$ cat src/rtl/fsled_pkg.sv
package fsled_pkg;

	////////////////////////////////////////////////////////////////////////////
	// clock and time base
	localparam int unsigned CLK_HZ        = 10_000_000;
	localparam int unsigned TICK_MS       = 50;
	localparam int unsigned MS_PER_S      = 1000;
	localparam int unsigned TICK_CYCLES   = CLK_HZ / MS_PER_S * TICK_MS;

	// pattern lengths in 50 ms ticks (0.2 s = 4, 1 s = 20); six phase bits,
	// as the double flash runs to 32 ticks and would wrap a five bit counter
	localparam int unsigned PHASE_W       = 6;
	localparam int unsigned SHORT_MS      = 200;
	localparam int unsigned LONG_MS       = 1000;
	localparam logic [5:0]  SHORT_TICKS   = 6'(SHORT_MS / TICK_MS);
	localparam logic [5:0]  LONG_TICKS    = 6'(LONG_MS / TICK_MS);
	localparam logic [5:0]  BLINK_LEN     = 6'(2 * SHORT_TICKS);
	localparam logic [5:0]  SINGLE_LEN    = 6'(LONG_TICKS + SHORT_TICKS);
	localparam logic [5:0]  DOUBLE_LEN    = 6'(3 * SHORT_TICKS + LONG_TICKS);

	////////////////////////////////////////////////////////////////////////////
	// network ports: index of the fixed-direction ports
	localparam int unsigned NUM_PORTS     = 2;
	localparam int unsigned PORT_IN       = 0;
	localparam int unsigned PORT_OUT      = 1;

	// slave state machine of the protocol controller
	typedef enum logic [1:0] {
		ST_INIT    = 2'b00,
		ST_PREOP   = 2'b01,
		ST_SAFEOP  = 2'b10,
		ST_OP      = 2'b11
	} fsled_state_type;

	////////////////////////////////////////////////////////////////////////////
	// register map (byte addresses)
	localparam logic [7:0]  ADDR_CTRL     = 8'h00;
	localparam logic [7:0]  ADDR_STATUS   = 8'h04;
	localparam logic [7:0]  ADDR_INTSTAT  = 8'h08;
	localparam logic [7:0]  ADDR_INTMASK  = 8'h0C;

	// control fields
	localparam int unsigned CTRL_ENABLE   = 0;
	localparam int unsigned CTRL_LAMPTEST = 1;
	localparam logic [1:0]  CTRL_RESET    = 2'h1;

	// status fields
	localparam int unsigned STAT_STATE    = 0;
	localparam int unsigned STAT_FAULT    = 2;
	localparam int unsigned STAT_WDOG     = 3;
	localparam int unsigned STAT_LINK     = 4;
	localparam int unsigned STAT_RUNLED   = 6;
	localparam int unsigned STAT_ERRLED   = 7;

	// interrupt events
	localparam int unsigned INT_WDOG      = 0;
	localparam int unsigned INT_FAULT     = 1;
	localparam int unsigned INT_LINK      = 2;
	localparam int unsigned INT_BITS      = 4;

endpackage : fsled_pkg

$ cat src/rtl/fsled_tick_if.sv
interface fsled_tick_if;
	logic tick;
	modport src (output tick);
	modport snk (input tick);
endinterface : fsled_tick_if

$ cat src/rtl/fsled_top.sv
// Behaviour
// - run lamp dark in Init, steadily lit in OP
// - Pre-OP: run lamp 0.2 s dark then 0.2 s lit, repeating
// - Safe-OP: run lamp 1 s dark then 0.2 s lit, repeating
// - error lamp dark when neither a fault nor a watchdog expiry is present
// - fault in Init or Pre-OP: error lamp blinks 0.2 s dark, 0.2 s lit
// - fault in Safe-OP: error lamp 1 s dark then 0.2 s lit
// - fault in OP: error lamp steadily lit
// - watchdog expiry: error lamp double flash, above all other error patterns
// - link/activity lamp: dark without link, lit idle, flickering with traffic
// - yellow lamp dark without link, lit once link is up
// - green lamp dark without link, lit idle, blinking with traffic
// - two ports of fixed direction, index zero is IN, one is OUT
module fsled_top #(
	parameter int unsigned TICK_CYCLES = fsled_pkg::TICK_CYCLES,
	parameter int unsigned NUM_PORTS   = fsled_pkg::NUM_PORTS
) (
	// clock and reset
	input  wire logic                  clk,
	input  wire logic                  srst,
	// apb slave
	input  wire logic                  psel,
	input  wire logic                  penable,
	input  wire logic                  pwrite,
	input  wire logic [7:0]            paddr,
	input  wire logic [31:0]           pwdata,
	output logic      [31:0]           prdata,
	output logic                       pready,
	output logic                       pslverr,
	// protocol controller status
	input  wire logic [1:0]            slaveState,
	input  wire logic                  fault,
	input  wire logic                  wdExpired,
	input  wire logic [NUM_PORTS-1:0]  linkUp,
	input  wire logic [NUM_PORTS-1:0]  linkAct,
	// lamps
	output logic                       runLed,
	output logic                       errLed,
	output logic      [NUM_PORTS-1:0]  laLed,
	output logic      [NUM_PORTS-1:0]  yellowLed,
	output logic      [NUM_PORTS-1:0]  greenLed,
	// interrupt
	output logic                       irq
);
	localparam int unsigned NI = fsled_pkg::INT_LINK + NUM_PORTS;
	// pattern phase width, wide enough for the 32-tick double flash
	localparam int unsigned PW = fsled_pkg::PHASE_W;

	// the divider is the only part that knows the clock rate
	fsled_tick_if tickIf ();

	fsled_timebase #(
		.TICK_CYCLES (TICK_CYCLES)
	) i_fsled_timebase (
		.clk  (clk),
		.srst (srst),
		.tb   (tickIf.src)
	);

	// time base and registers
	logic                  tick;
	logic [1:0]            ctrl;
	logic [NI-1:0]         intStat;
	logic [NI-1:0]         intMask;

	// pattern phases and the lamp levels chosen from them
	logic [PW-1:0]         blinkCnt;
	logic [PW-1:0]         singleCnt;
	logic [PW-1:0]         doubleCnt;
	logic                  flick;
	logic                  blinkOn;
	logic                  singleOn;
	logic                  doubleOn;
	logic                  next_run;
	logic                  next_err;

	// per port activity memory and lamp levels
	logic [NUM_PORTS-1:0]  actSeen;
	logic [NUM_PORTS-1:0]  busy;
	logic [NUM_PORTS-1:0]  next_la;
	logic [NUM_PORTS-1:0]  next_green;

	// event edges, bus strobes and decoded state
	logic [NUM_PORTS-1:0]  linkPrev;
	logic                  wdPrev;
	logic                  faultPrev;
	logic [NI-1:0]         events;
	logic                  wrStb;
	logic                  setup;
	fsled_pkg::fsled_state_type st;

	// tick from the divider; state code cast to the named encoding
	assign tick = tickIf.tick;
	assign st   = fsled_pkg::fsled_state_type'(slaveState);

	// advance a pattern phase, wrapping at its length
	function automatic logic [PW-1:0] step(input logic [PW-1:0] cnt,
		input logic [PW-1:0] len);
		step = (cnt == len - PW'(1)) ? '0 : cnt + PW'(1);
	endfunction

	// true for a mapped register address
	function automatic logic mapped(input logic [7:0] a);
		mapped = (a == fsled_pkg::ADDR_CTRL) || (a == fsled_pkg::ADDR_STATUS)
			|| (a == fsled_pkg::ADDR_INTSTAT) || (a == fsled_pkg::ADDR_INTMASK);
	endfunction

	////////////////////////////////////////////////////////////////////////////
	// pattern phases; all lamps share them so patterns stay in step
	always_ff @(posedge clk) begin
		if (srst) begin
			blinkCnt  <= '0;
			singleCnt <= '0;
			doubleCnt <= '0;
			flick     <= 1'b0;
		end else if (tick) begin
			blinkCnt  <= step(blinkCnt, fsled_pkg::BLINK_LEN);
			singleCnt <= step(singleCnt, fsled_pkg::SINGLE_LEN);
			doubleCnt <= step(doubleCnt, fsled_pkg::DOUBLE_LEN);
			flick     <= ~flick;
		end
	end

	assign blinkOn  = (blinkCnt >= fsled_pkg::SHORT_TICKS);
	assign singleOn = (singleCnt >= fsled_pkg::LONG_TICKS);
	// two short flashes then long dark
	assign doubleOn = (doubleCnt < fsled_pkg::SHORT_TICKS)
		|| ((doubleCnt >= PW'(2 * fsled_pkg::SHORT_TICKS))
		&& (doubleCnt < PW'(3 * fsled_pkg::SHORT_TICKS)));

	////////////////////////////////////////////////////////////////////////////
	// run and error lamp selection
	always_comb begin
		case (st)
			fsled_pkg::ST_INIT:   next_run = 1'b0;
			fsled_pkg::ST_PREOP:  next_run = blinkOn;
			fsled_pkg::ST_SAFEOP: next_run = singleOn;
			fsled_pkg::ST_OP:     next_run = 1'b1;
			default:              next_run = 1'b0;
		endcase
	end

	// error lamp: watchdog first, then fault presence, then slave state
	always_comb begin
		if (wdExpired) begin
			next_err = doubleOn;
		end else if (!fault) begin
			next_err = 1'b0;
		end else begin
			case (st)
				fsled_pkg::ST_INIT,
				fsled_pkg::ST_PREOP:  next_err = blinkOn;
				fsled_pkg::ST_SAFEOP: next_err = singleOn;
				fsled_pkg::ST_OP:     next_err = 1'b1;
				default:              next_err = 1'b0;
			endcase
		end
	end

	////////////////////////////////////////////////////////////////////////////
	// per port activity window and lamps; index PORT_IN faces upstream
	genvar p;
	generate
		for (p = 0; p < NUM_PORTS; p++) begin : g_port
			// traffic seen in the current tick window keeps the port busy a full
			// window, so a single short frame darkens the lamp for that window only when flick is low in it
			always_ff @(posedge clk) begin
				if (srst) begin
					actSeen[p] <= 1'b0;
					busy[p]    <= 1'b0;
				end else if (tick) begin
					busy[p]    <= actSeen[p] | linkAct[p];
					actSeen[p] <= 1'b0;
				end else if (linkAct[p]) begin
					actSeen[p] <= 1'b1;
				end
			end

			assign next_la[p]    = linkUp[p] & (busy[p] ? flick : 1'b1);
			assign next_green[p] = linkUp[p] & (busy[p] ? blinkOn : 1'b1);
		end
	endgenerate

	////////////////////////////////////////////////////////////////////////////
	// lamp drivers; lamp test forces all on, disable forces all off
	// lamps are registered so input glitches never reach a pin
	always_ff @(posedge clk) begin
		if (srst) begin
			runLed    <= 1'b0;
			errLed    <= 1'b0;
			laLed     <= '0;
			yellowLed <= '0;
			greenLed  <= '0;
		end else if (ctrl[fsled_pkg::CTRL_LAMPTEST]) begin
			runLed    <= 1'b1;
			errLed    <= 1'b1;
			laLed     <= '1;
			yellowLed <= '1;
			greenLed  <= '1;
		end else if (!ctrl[fsled_pkg::CTRL_ENABLE]) begin
			runLed    <= 1'b0;
			errLed    <= 1'b0;
			laLed     <= '0;
			yellowLed <= '0;
			greenLed  <= '0;
		end else begin
			runLed    <= next_run;
			errLed    <= next_err;
			laLed     <= next_la;
			yellowLed <= linkUp;
			greenLed  <= next_green;
		end
	end

	////////////////////////////////////////////////////////////////////////////
	// event edges for the interrupt status
	always_ff @(posedge clk) begin
		if (srst) begin
			wdPrev    <= 1'b0;
			faultPrev <= 1'b0;
			linkPrev  <= '0;
		end else begin
			wdPrev    <= wdExpired;
			faultPrev <= fault;
			linkPrev  <= linkUp;
		end
	end

	// edges, not levels, so a held fault raises one event and not a stream
	assign events = {linkUp ^ linkPrev, fault & ~faultPrev, wdExpired & ~wdPrev};

	////////////////////////////////////////////////////////////////////////////
	// apb slave: zero wait, read data captured in the setup cycle
	// no wait states, so every access ends in its first access cycle
	assign setup   = psel & ~penable;
	assign wrStb   = psel & penable & pwrite;
	assign pready  = 1'b1;
	assign pslverr = psel & penable & ~mapped(paddr);
	assign irq     = |(intStat & intMask);

	// control word; enable leaves reset set so lamps work unconfigured
	always_ff @(posedge clk) begin
		if (srst) begin
			ctrl <= fsled_pkg::CTRL_RESET;
		end else if (wrStb && paddr == fsled_pkg::ADDR_CTRL) begin
			ctrl <= pwdata[1:0];
		end
	end

	// interrupt mask, same layout as the status
	always_ff @(posedge clk) begin
		if (srst) begin
			intMask <= '0;
		end else if (wrStb && paddr == fsled_pkg::ADDR_INTMASK) begin
			intMask <= pwdata[NI-1:0];
		end
	end

	// sticky status, write one to clear; a new event beats the clear
	// so an event landing in the clearing cycle is never lost
	always_ff @(posedge clk) begin
		if (srst) begin
			intStat <= '0;
		end else if (wrStb && paddr == fsled_pkg::ADDR_INTSTAT) begin
			intStat <= (intStat & ~pwdata[NI-1:0]) | events;
		end else begin
			intStat <= intStat | events;
		end
	end

	// read data loaded at setup, so it stands for the whole access cycle
	always_ff @(posedge clk) begin
		if (srst) begin
			prdata <= 32'h0000_0000;
		end else if (setup && !pwrite) begin
			case (paddr)
				fsled_pkg::ADDR_CTRL:    prdata <= {30'h0, ctrl};
				fsled_pkg::ADDR_STATUS:  prdata <= 32'({errLed, runLed,
					linkUp[1:0], wdExpired, fault, slaveState});
				fsled_pkg::ADDR_INTSTAT: prdata <= 32'(intStat);
				fsled_pkg::ADDR_INTMASK: prdata <= 32'(intMask);
				default:                 prdata <= 32'h0000_0000;
			endcase
		end
	end

endmodule // fsled_top

$ cat src/rtl/fsled_timebase.sv
module fsled_timebase #(
	parameter int unsigned TICK_CYCLES = fsled_pkg::TICK_CYCLES
) (
	// clock and reset
	input  wire logic     clk,
	input  wire logic     srst,
	// tick out
	fsled_tick_if.src     tb
);
	localparam int unsigned CW = $clog2(TICK_CYCLES + 1);
	localparam logic [CW-1:0] LAST = CW'(TICK_CYCLES - 1);

	logic [CW-1:0] count;

	////////////////////////////////////////////////////////////////////////////
	// free running divider, one pulse every tick period
	always_ff @(posedge clk) begin
		if (srst || count == LAST) begin
			count <= '0;
		end else begin
			count <= count + CW'(1);
		end
	end

	always_ff @(posedge clk) begin
		if (srst) begin
			tb.tick <= 1'b0;
		end else begin
			tb.tick <= (count == LAST);
		end
	end

endmodule // fsled_timebase

$ cat config.mk
export PLATFORM = sky130hd
export DESIGN_NAME = fsled_top
export DESIGN_NICKNAME = d
export VERILOG_FILES = /design/src/rtl/fsled_pkg.sv /design/src/rtl/fsled_tick_if.sv /design/src/rtl/fsled_top.sv /design/src/rtl/fsled_timebase.sv
export SDC_FILE = /design/constraint.sdc
export NUM_CORES = 1
export LEC_CHECK = 0
export BUFFER_PORTS_ARGS = -buffer_cell sky130_fd_sc_hd__buf_4
export CORE_MARGIN = 1.5
export CORE_UTILIZATION = 47
export CTS_CLUSTER_DIAMETER = 150
export CTS_CLUSTER_SIZE = 20
export DETAILED_ROUTE_END_ITERATION = 8
export GPL_TIMING_DRIVEN = 0
export PLACE_DENSITY = 0.79
export SETUP_SLACK_MARGIN = 0.1
export SLEW_MARGIN = 25
export SYNTH_ARGS = -nofsm -noshare
export SYNTH_HDL_FRONTEND = slang
export SYNTH_HIERARCHICAL = 1
export SYNTH_SLANG_ARGS = --single-unit
$ cat constraint.sdc
create_clock -name clk -period 1.8 [get_ports clk]
set_clock_uncertainty 0.2 [all_clocks]
set_input_delay 0.36 -clock clk [delete_from_list [all_inputs] [get_ports clk]]
set_output_delay 0.36 -clock clk [all_outputs]
set_load 0.02 [all_outputs]
## Word-level counts from Yosys, hierarchy flattened

Cells that the tools add are included.

- Add/subtract/negate cells: 4
- $lt $le $gt $ge: 5
- Equality and inequality tests: 10
- Mux-type cells: 23
- Bitwise logic cells: 23
- Reductions and logical operators: 16

Operators with widths:

| cell | number |
|---|---|
| one-hot mux 8 bit (4 select lines) | 1 |
| adder 19 x 1 -> 19 bit, second input constant | 1 |
| == test 19 bit, second input constant | 1 |
| adder 6 x 1 -> 6 bit, second input constant | 3 |
| two-way mux 6 bit | 3 |
| == test 8 x 4 -> 1 bit, second input constant | 2 |
| == test 6 x 5 -> 1 bit, second input constant | 2 |
| two-way mux 2 bit | 6 |
| bitwise AND 1 bit | 10 |
| two-way mux 1 bit | 10 |
| bitwise AND 4 bit | 2 |
| == test 8 x 3 -> 1 bit, second input constant | 1 |
| zero test 8 bit | 1 |
| OR 4 bit | 2 |
| == test 6 x 3 -> 1 bit, second input constant | 1 |
| >= comparator 6 x 3 -> 1 bit, second input constant | 1 |
| >= comparator 6 x 4 -> 1 bit, second input constant | 1 |
| >= comparator 6 x 5 -> 1 bit, second input constant | 1 |
| less-than comparator 6 x 3 -> 1 bit, second input constant | 1 |
| less-than comparator 6 x 4 -> 1 bit, second input constant | 1 |
| logical AND 1 bit | 5 |
| logical OR 1 bit | 5 |
| inverter 1 bit | 5 |
| == test 2 bit, second input constant | 2 |
| 11 further kinds | 13 |

- Flip-flop bits (word level): 97
- Input port bits: 53
- Output and inout port bits: 43
- Logic and storage cells: 103

## Logic depth before layout (Yosys ltp)

- Depth in word-level cells: 7
- Gate-level depth with buffers: 5
- Depth with buffers taken out: 5

## Cells and area by module

Netlist, hierarchy kept.

Modules (own cells, without submodules):

| module | times used | cells each | area an instance (µm²) | sequential area each (µm²) |
|---|---|---|---|---|
| fsled_top | 1 | 288 | 2577.5 | 1061.0 |
| fsled_timebase | 1 | 100 | 920.9 | 400.4 |

## Least setup slack after synthesis

OpenSTA, ideal clock, no wires.

- Path type: reg2reg
- Start point: reg i_fsled_timebase.count[0]
- End point: reg i_fsled_timebase.count[18]
- Library setup time: 0.070 ns
- Data arrival time: 1.678 ns
- Required time: 1.530 ns
- Setup slack: -0.148 ns
- Stages on the path, launching flop included: 6
- Buffers on the path: 0
- Period minus slack after synthesis: 1.948 ns
- Path through: dfxtp_1 > ha_1 > nand3_2 > or2_2 > or4_1 > a21oi_1

- Longest elaborated chain between the ends: 2
- Elaborated cells between the ends (all ways): 3
- Those cells by class: 1 x add/sub; 1 x eq/ne; 1 x reduce/logical

RTL lines:

| what | line | source |
|---|---|---|
| from (decl) | fsled_timebase.sv:13 | `logic [CW-1:0] count;` |
| from (signal assigned) | fsled_timebase.sv:21 | `count <= count + CW'(1);` |
| branches (longest 2 deep; another with adder 19 x 1 -> 19 bit) | -- |  |

Parallel ways; which one is timed is not known.
A chain may end at the register's enable or synchronous reset.

## Worst setup path after layout

- Start point: reg i_fsled_timebase.count[6]
- End point: reg i_fsled_timebase.count[14]

The elaborated chain is that of the path after synthesis.

==> impl_metrics.csv <==
group,metric,value,unit
run_status,outcome,"finished, violations left",
run_status,violations,"negative setup slack",
synthesis,postSynthCellCount,388,
setup_path,cp-start-kind,"flop",
setup_path,cp_slowest_cell,"o41ai_4",
worst_hold_path,whs_path_depth,2,
cells_and_area,areaGrowthSynthToFinish,27.4,%
setup_path,required,1.83,ns
setup_path,crit_buf_inv,1,
synthesis,synth_top_family_by_area,"simple AND/OR/NAND/NOR gates",
setup_path,r2r.worst_path.cells,5,
route,vias_per_cell,5.05,
synthesis,synth_xor_xnor_area_share,0.0676,
route,first_pass_iters,4,
floorplanning,core_area,7210,µm²
timing,fin_crit,1.86,ns
power,sw_frac_of_total,0.244,
global_routing,grt_pass1_wl,12300,µm
setup_path,critPathKind,"flop to flop",
floorplanning,die_w,89.3,µm
synthesis,ys.flop_type,"dfxtp_1",
timing,fmax,538,MHz
place,place_inst,552,
place,dp_slack,-0.211,ns
timing,hold_viol_final,0,
timing,worst_pin_slew,0.632,ns
synthesis,ys_warn_count,6,
timing,fin_hold_ws,0.0250,ns
cts,ctsHoldBuffers,0,
power,cellLeakagePower,1.76,nW
floorplanning,die_h,89.3,µm
floorplanning,initial_core_util,0.485,
timing,period_share,1.03,
route,detail_route.iter0.violations,203,
power,power_frac_clock,0.413,
global_routing,antenna_found_initial,0,
route,wire_per_inst,13.2,µm
timing,slew_violations,0,
power,peakVddDrop,0.371,mV
setup_path,critPathMaxStageDelay,0.46,ns
setup_path,critPathCaptureType,"flop",
cts,cts_buffers,9,
cts,cts_buffer_depth,2,
cells_and_area,nNetsFinal,533,
synthesis,synth-compound-area-share,0.0923,
cells_and_area,layout_common_cells,"buf_4, dfxtp_1, nor2_1, conb_1, a21oi_1",
global_routing,grt_pass1_vias,2673,
timing,setup_violations,19,
floorplanning,die_area,7970,µm²
global_routing,grt_overflow_total,0,
setup_path,cp_top_family,"simple AND/OR/NAND/NOR gates",
power,intPower,2.57,mW
cells_and_area,post-route-util,0.618,
setup_path,crit_arrival,1.89,ns
cts,cts_tree,"yes",
place,gp_congestion,0.820,
power,seqPwrFrac,0.491,
cts,clk_pin_slew,0.08,ns
job,maxCapViolCount,0,
cts,clock_latency,0.35,ns
setup_path,path_cells,"nor4_4, nand4_1, o41ai_4, buf_4, nor2_1",
place,dp_hpwl,5430,µm
route,drc,0,
global_routing,grt_max_degree,14,
synthesis,synth_area,3500,µm²
synthesis,avgSynthCellArea,9.02,µm²
power,p_total,3.39,mW
global_routing,grt_use_total,0.202,
setup_path,cp.depth,5,
floorplanning,io_pins,96,
synthesis,post_synth_and_or_nand_nor_area_fraction,0.263,
synthesis,yosysSeqAreaShare,0.418,
cells_and_area,mostFrequentLayoutCell,"buf_4",
power,pwr-share-comb,0.096,
synthesis,synth_cell_types,53,
synthesis,synth_enable_flop_cells,0,
power,p_per_area,761,nW/µm²
floorplanning,core.rowCount,31,
cts,htree_levels,3,
synthesis,async_flop_share,0,
setup_path,path_max_fanout,5,
cts,cts_sinks,73,
cells_and_area,final_cells,577,
worst_hold_path,hold_path_class,"input pin to flop",
timing,slew_headroom,0.578,
power,power_switching,827,µW
timing,rsz0062_at_grt,"yes",
route,vias,2914,
cells_and_area,layout-drive-gt1-share,0.295,
cells_and_area,diodes,0,
synthesis,synth_mux_area_frac,0.0451,
route,antenna_left,0,
place,portBuffers,42,
timing,setup_slack,-0.0579,ns
synthesis,ys_ff_latch,73,
route,routed_wl,7610,µm
cts,cts_root_buffer,"clkbuf_8",
synthesis,synthAdderAreaFrac,0.0250,
-- synth_stat cells, types with 3 or more instances --
master / number / area share
o21ai_0: 7 / 0.010
a22oi_1: 4 / 0.0086
nor2_1: 48 / 0.052
nand2_1: 20 / 0.021
dfxtp_1: 73 / 0.42
xnor2_1: 16 / 0.040
ha_1: 7 / 0.025
nand3b_1: 3 / 0.0064
nand4_1: 16 / 0.029
xor2_1: 11 / 0.028
or4_1: 4 / 0.0086
a21oi_1: 22 / 0.031
buf_4: 25 / 0.054
clkbuf_1: 9 / 0.0097
or3_1: 4 / 0.0072
nand2b_1: 13 / 0.023
and3b_1: 4 / 0.010
nor4_1: 7 / 0.013
or2_2: 5 / 0.0089
inv_1: 18 / 0.019
nand3_1: 7 / 0.010
nor3_1: 8 / 0.011
a211oi_1: 4 / 0.0086
mux2i_1: 9 / 0.026
nor2b_1: 7 / 0.013
-- path summary, 6_finish.rpt --
kind                                                 from                          to  slack [ns]
worst max-delay path            i_fsled_timebase/count[6]  i_fsled_timebase/count[14]       -0.06
worst min-delay path                            pwdata[0]                  intStat[0]        0.03
worst min register to register                  prdata[7]                   prdata[7]        0.26
worst max register to register  i_fsled_timebase/count[6]  i_fsled_timebase/count[14]       -0.06
-- cells by family after synthesis --
logic type | Yosys count
compound gates | 50
xor+xnor | 27
fa+ha+maj | 7
buf+inv | 54
flops | 73
mux | 13
other cells | 2
simple gates | 162
-- layer usage --
| metal | GRT usage | vias up | routed length, µm |
|---|---|---|---|
| met5 | 0 | - | 0 |
| met4 | 0.0671 | 0 | 59 |
| met3 | 0.0434 | 9 | 422 |
| met2 | 0.339 | 96 | 3700 |
| met1 | 0.258 | 1336 | 3430 |
| li1 | - | 1473 | - |
-- final cells by class --
| class | count | area [µm²] |
|---|---|---|
| fill | 603 | 2760 |
| timing repair buffer | 51 | 383 |
| multi-input combinational | 284 | 1920 |
| buffer | 36 | 243 |
| clock buffer | 9 | 124 |
| tap | 99 | 124 |
| clock inverter | 7 | 93.8 |
| sequential | 73 | 1500 |
| inverter | 18 | 67.6 |
-- worst register-to-register path, stage by stage, from the launching register on --
cell,delay (ns)
dfxtp_4,0.37
nor4_4,0.26
nand4_1,0.20
o41ai_4,0.46
buf_4,0.21
nor2_1,0.04
-- through the flow --
| step | instance area, µm² | setup TNS (ns) |
|---|---|---|
| 2_1_floorplan | 3650 | -0.0294 |
| 3_3_place_gp | 4090 | -3.06 |
| 3_5_place_dp | 4090 | -4.34 |
| 4_1_cts | 4410 | -0.695 |
| 5_1_grt | 4460 | -2.28 |
| 6_report | 4460 | -0.791 |
-- power by group through the flow --
stage                     logic (mW)  registers [mW]  clock network (mW)
after global routing           0.356            1.67                1.51
after floorplan                0.201            1.71                   0
after detailed placement       0.314            1.71                   0
final                          0.326            1.66                1.40
after global placement         0.310            1.71                   0
after CTS                      0.322            1.67                1.43
-- sequential cells by signal (all words and copies together), names as in the netlist --
signal and cells:
flick 1, runLed 1, wdPrev 1, busy 2, prdata 8, faultPrev 1, ctrl 2, greenLed 2
errLed 1, blinkCnt 6, laLed 2, singleCnt 6, intStat 4, yellowLed 2, linkPrev 2, i_fsled_timebase/tb.tick 1
intMask 4, i_fsled_timebase/count 19, doubleCnt 6, actSeen 2
-- repair_timing --
item,4_1_cts,5_1_grt
setup endpoints to repair,24,26
pin swaps,12,5
resized for setup,7,18
buffers inserted,9,0
Note: power is estimated with default switching activity, not from simulation.
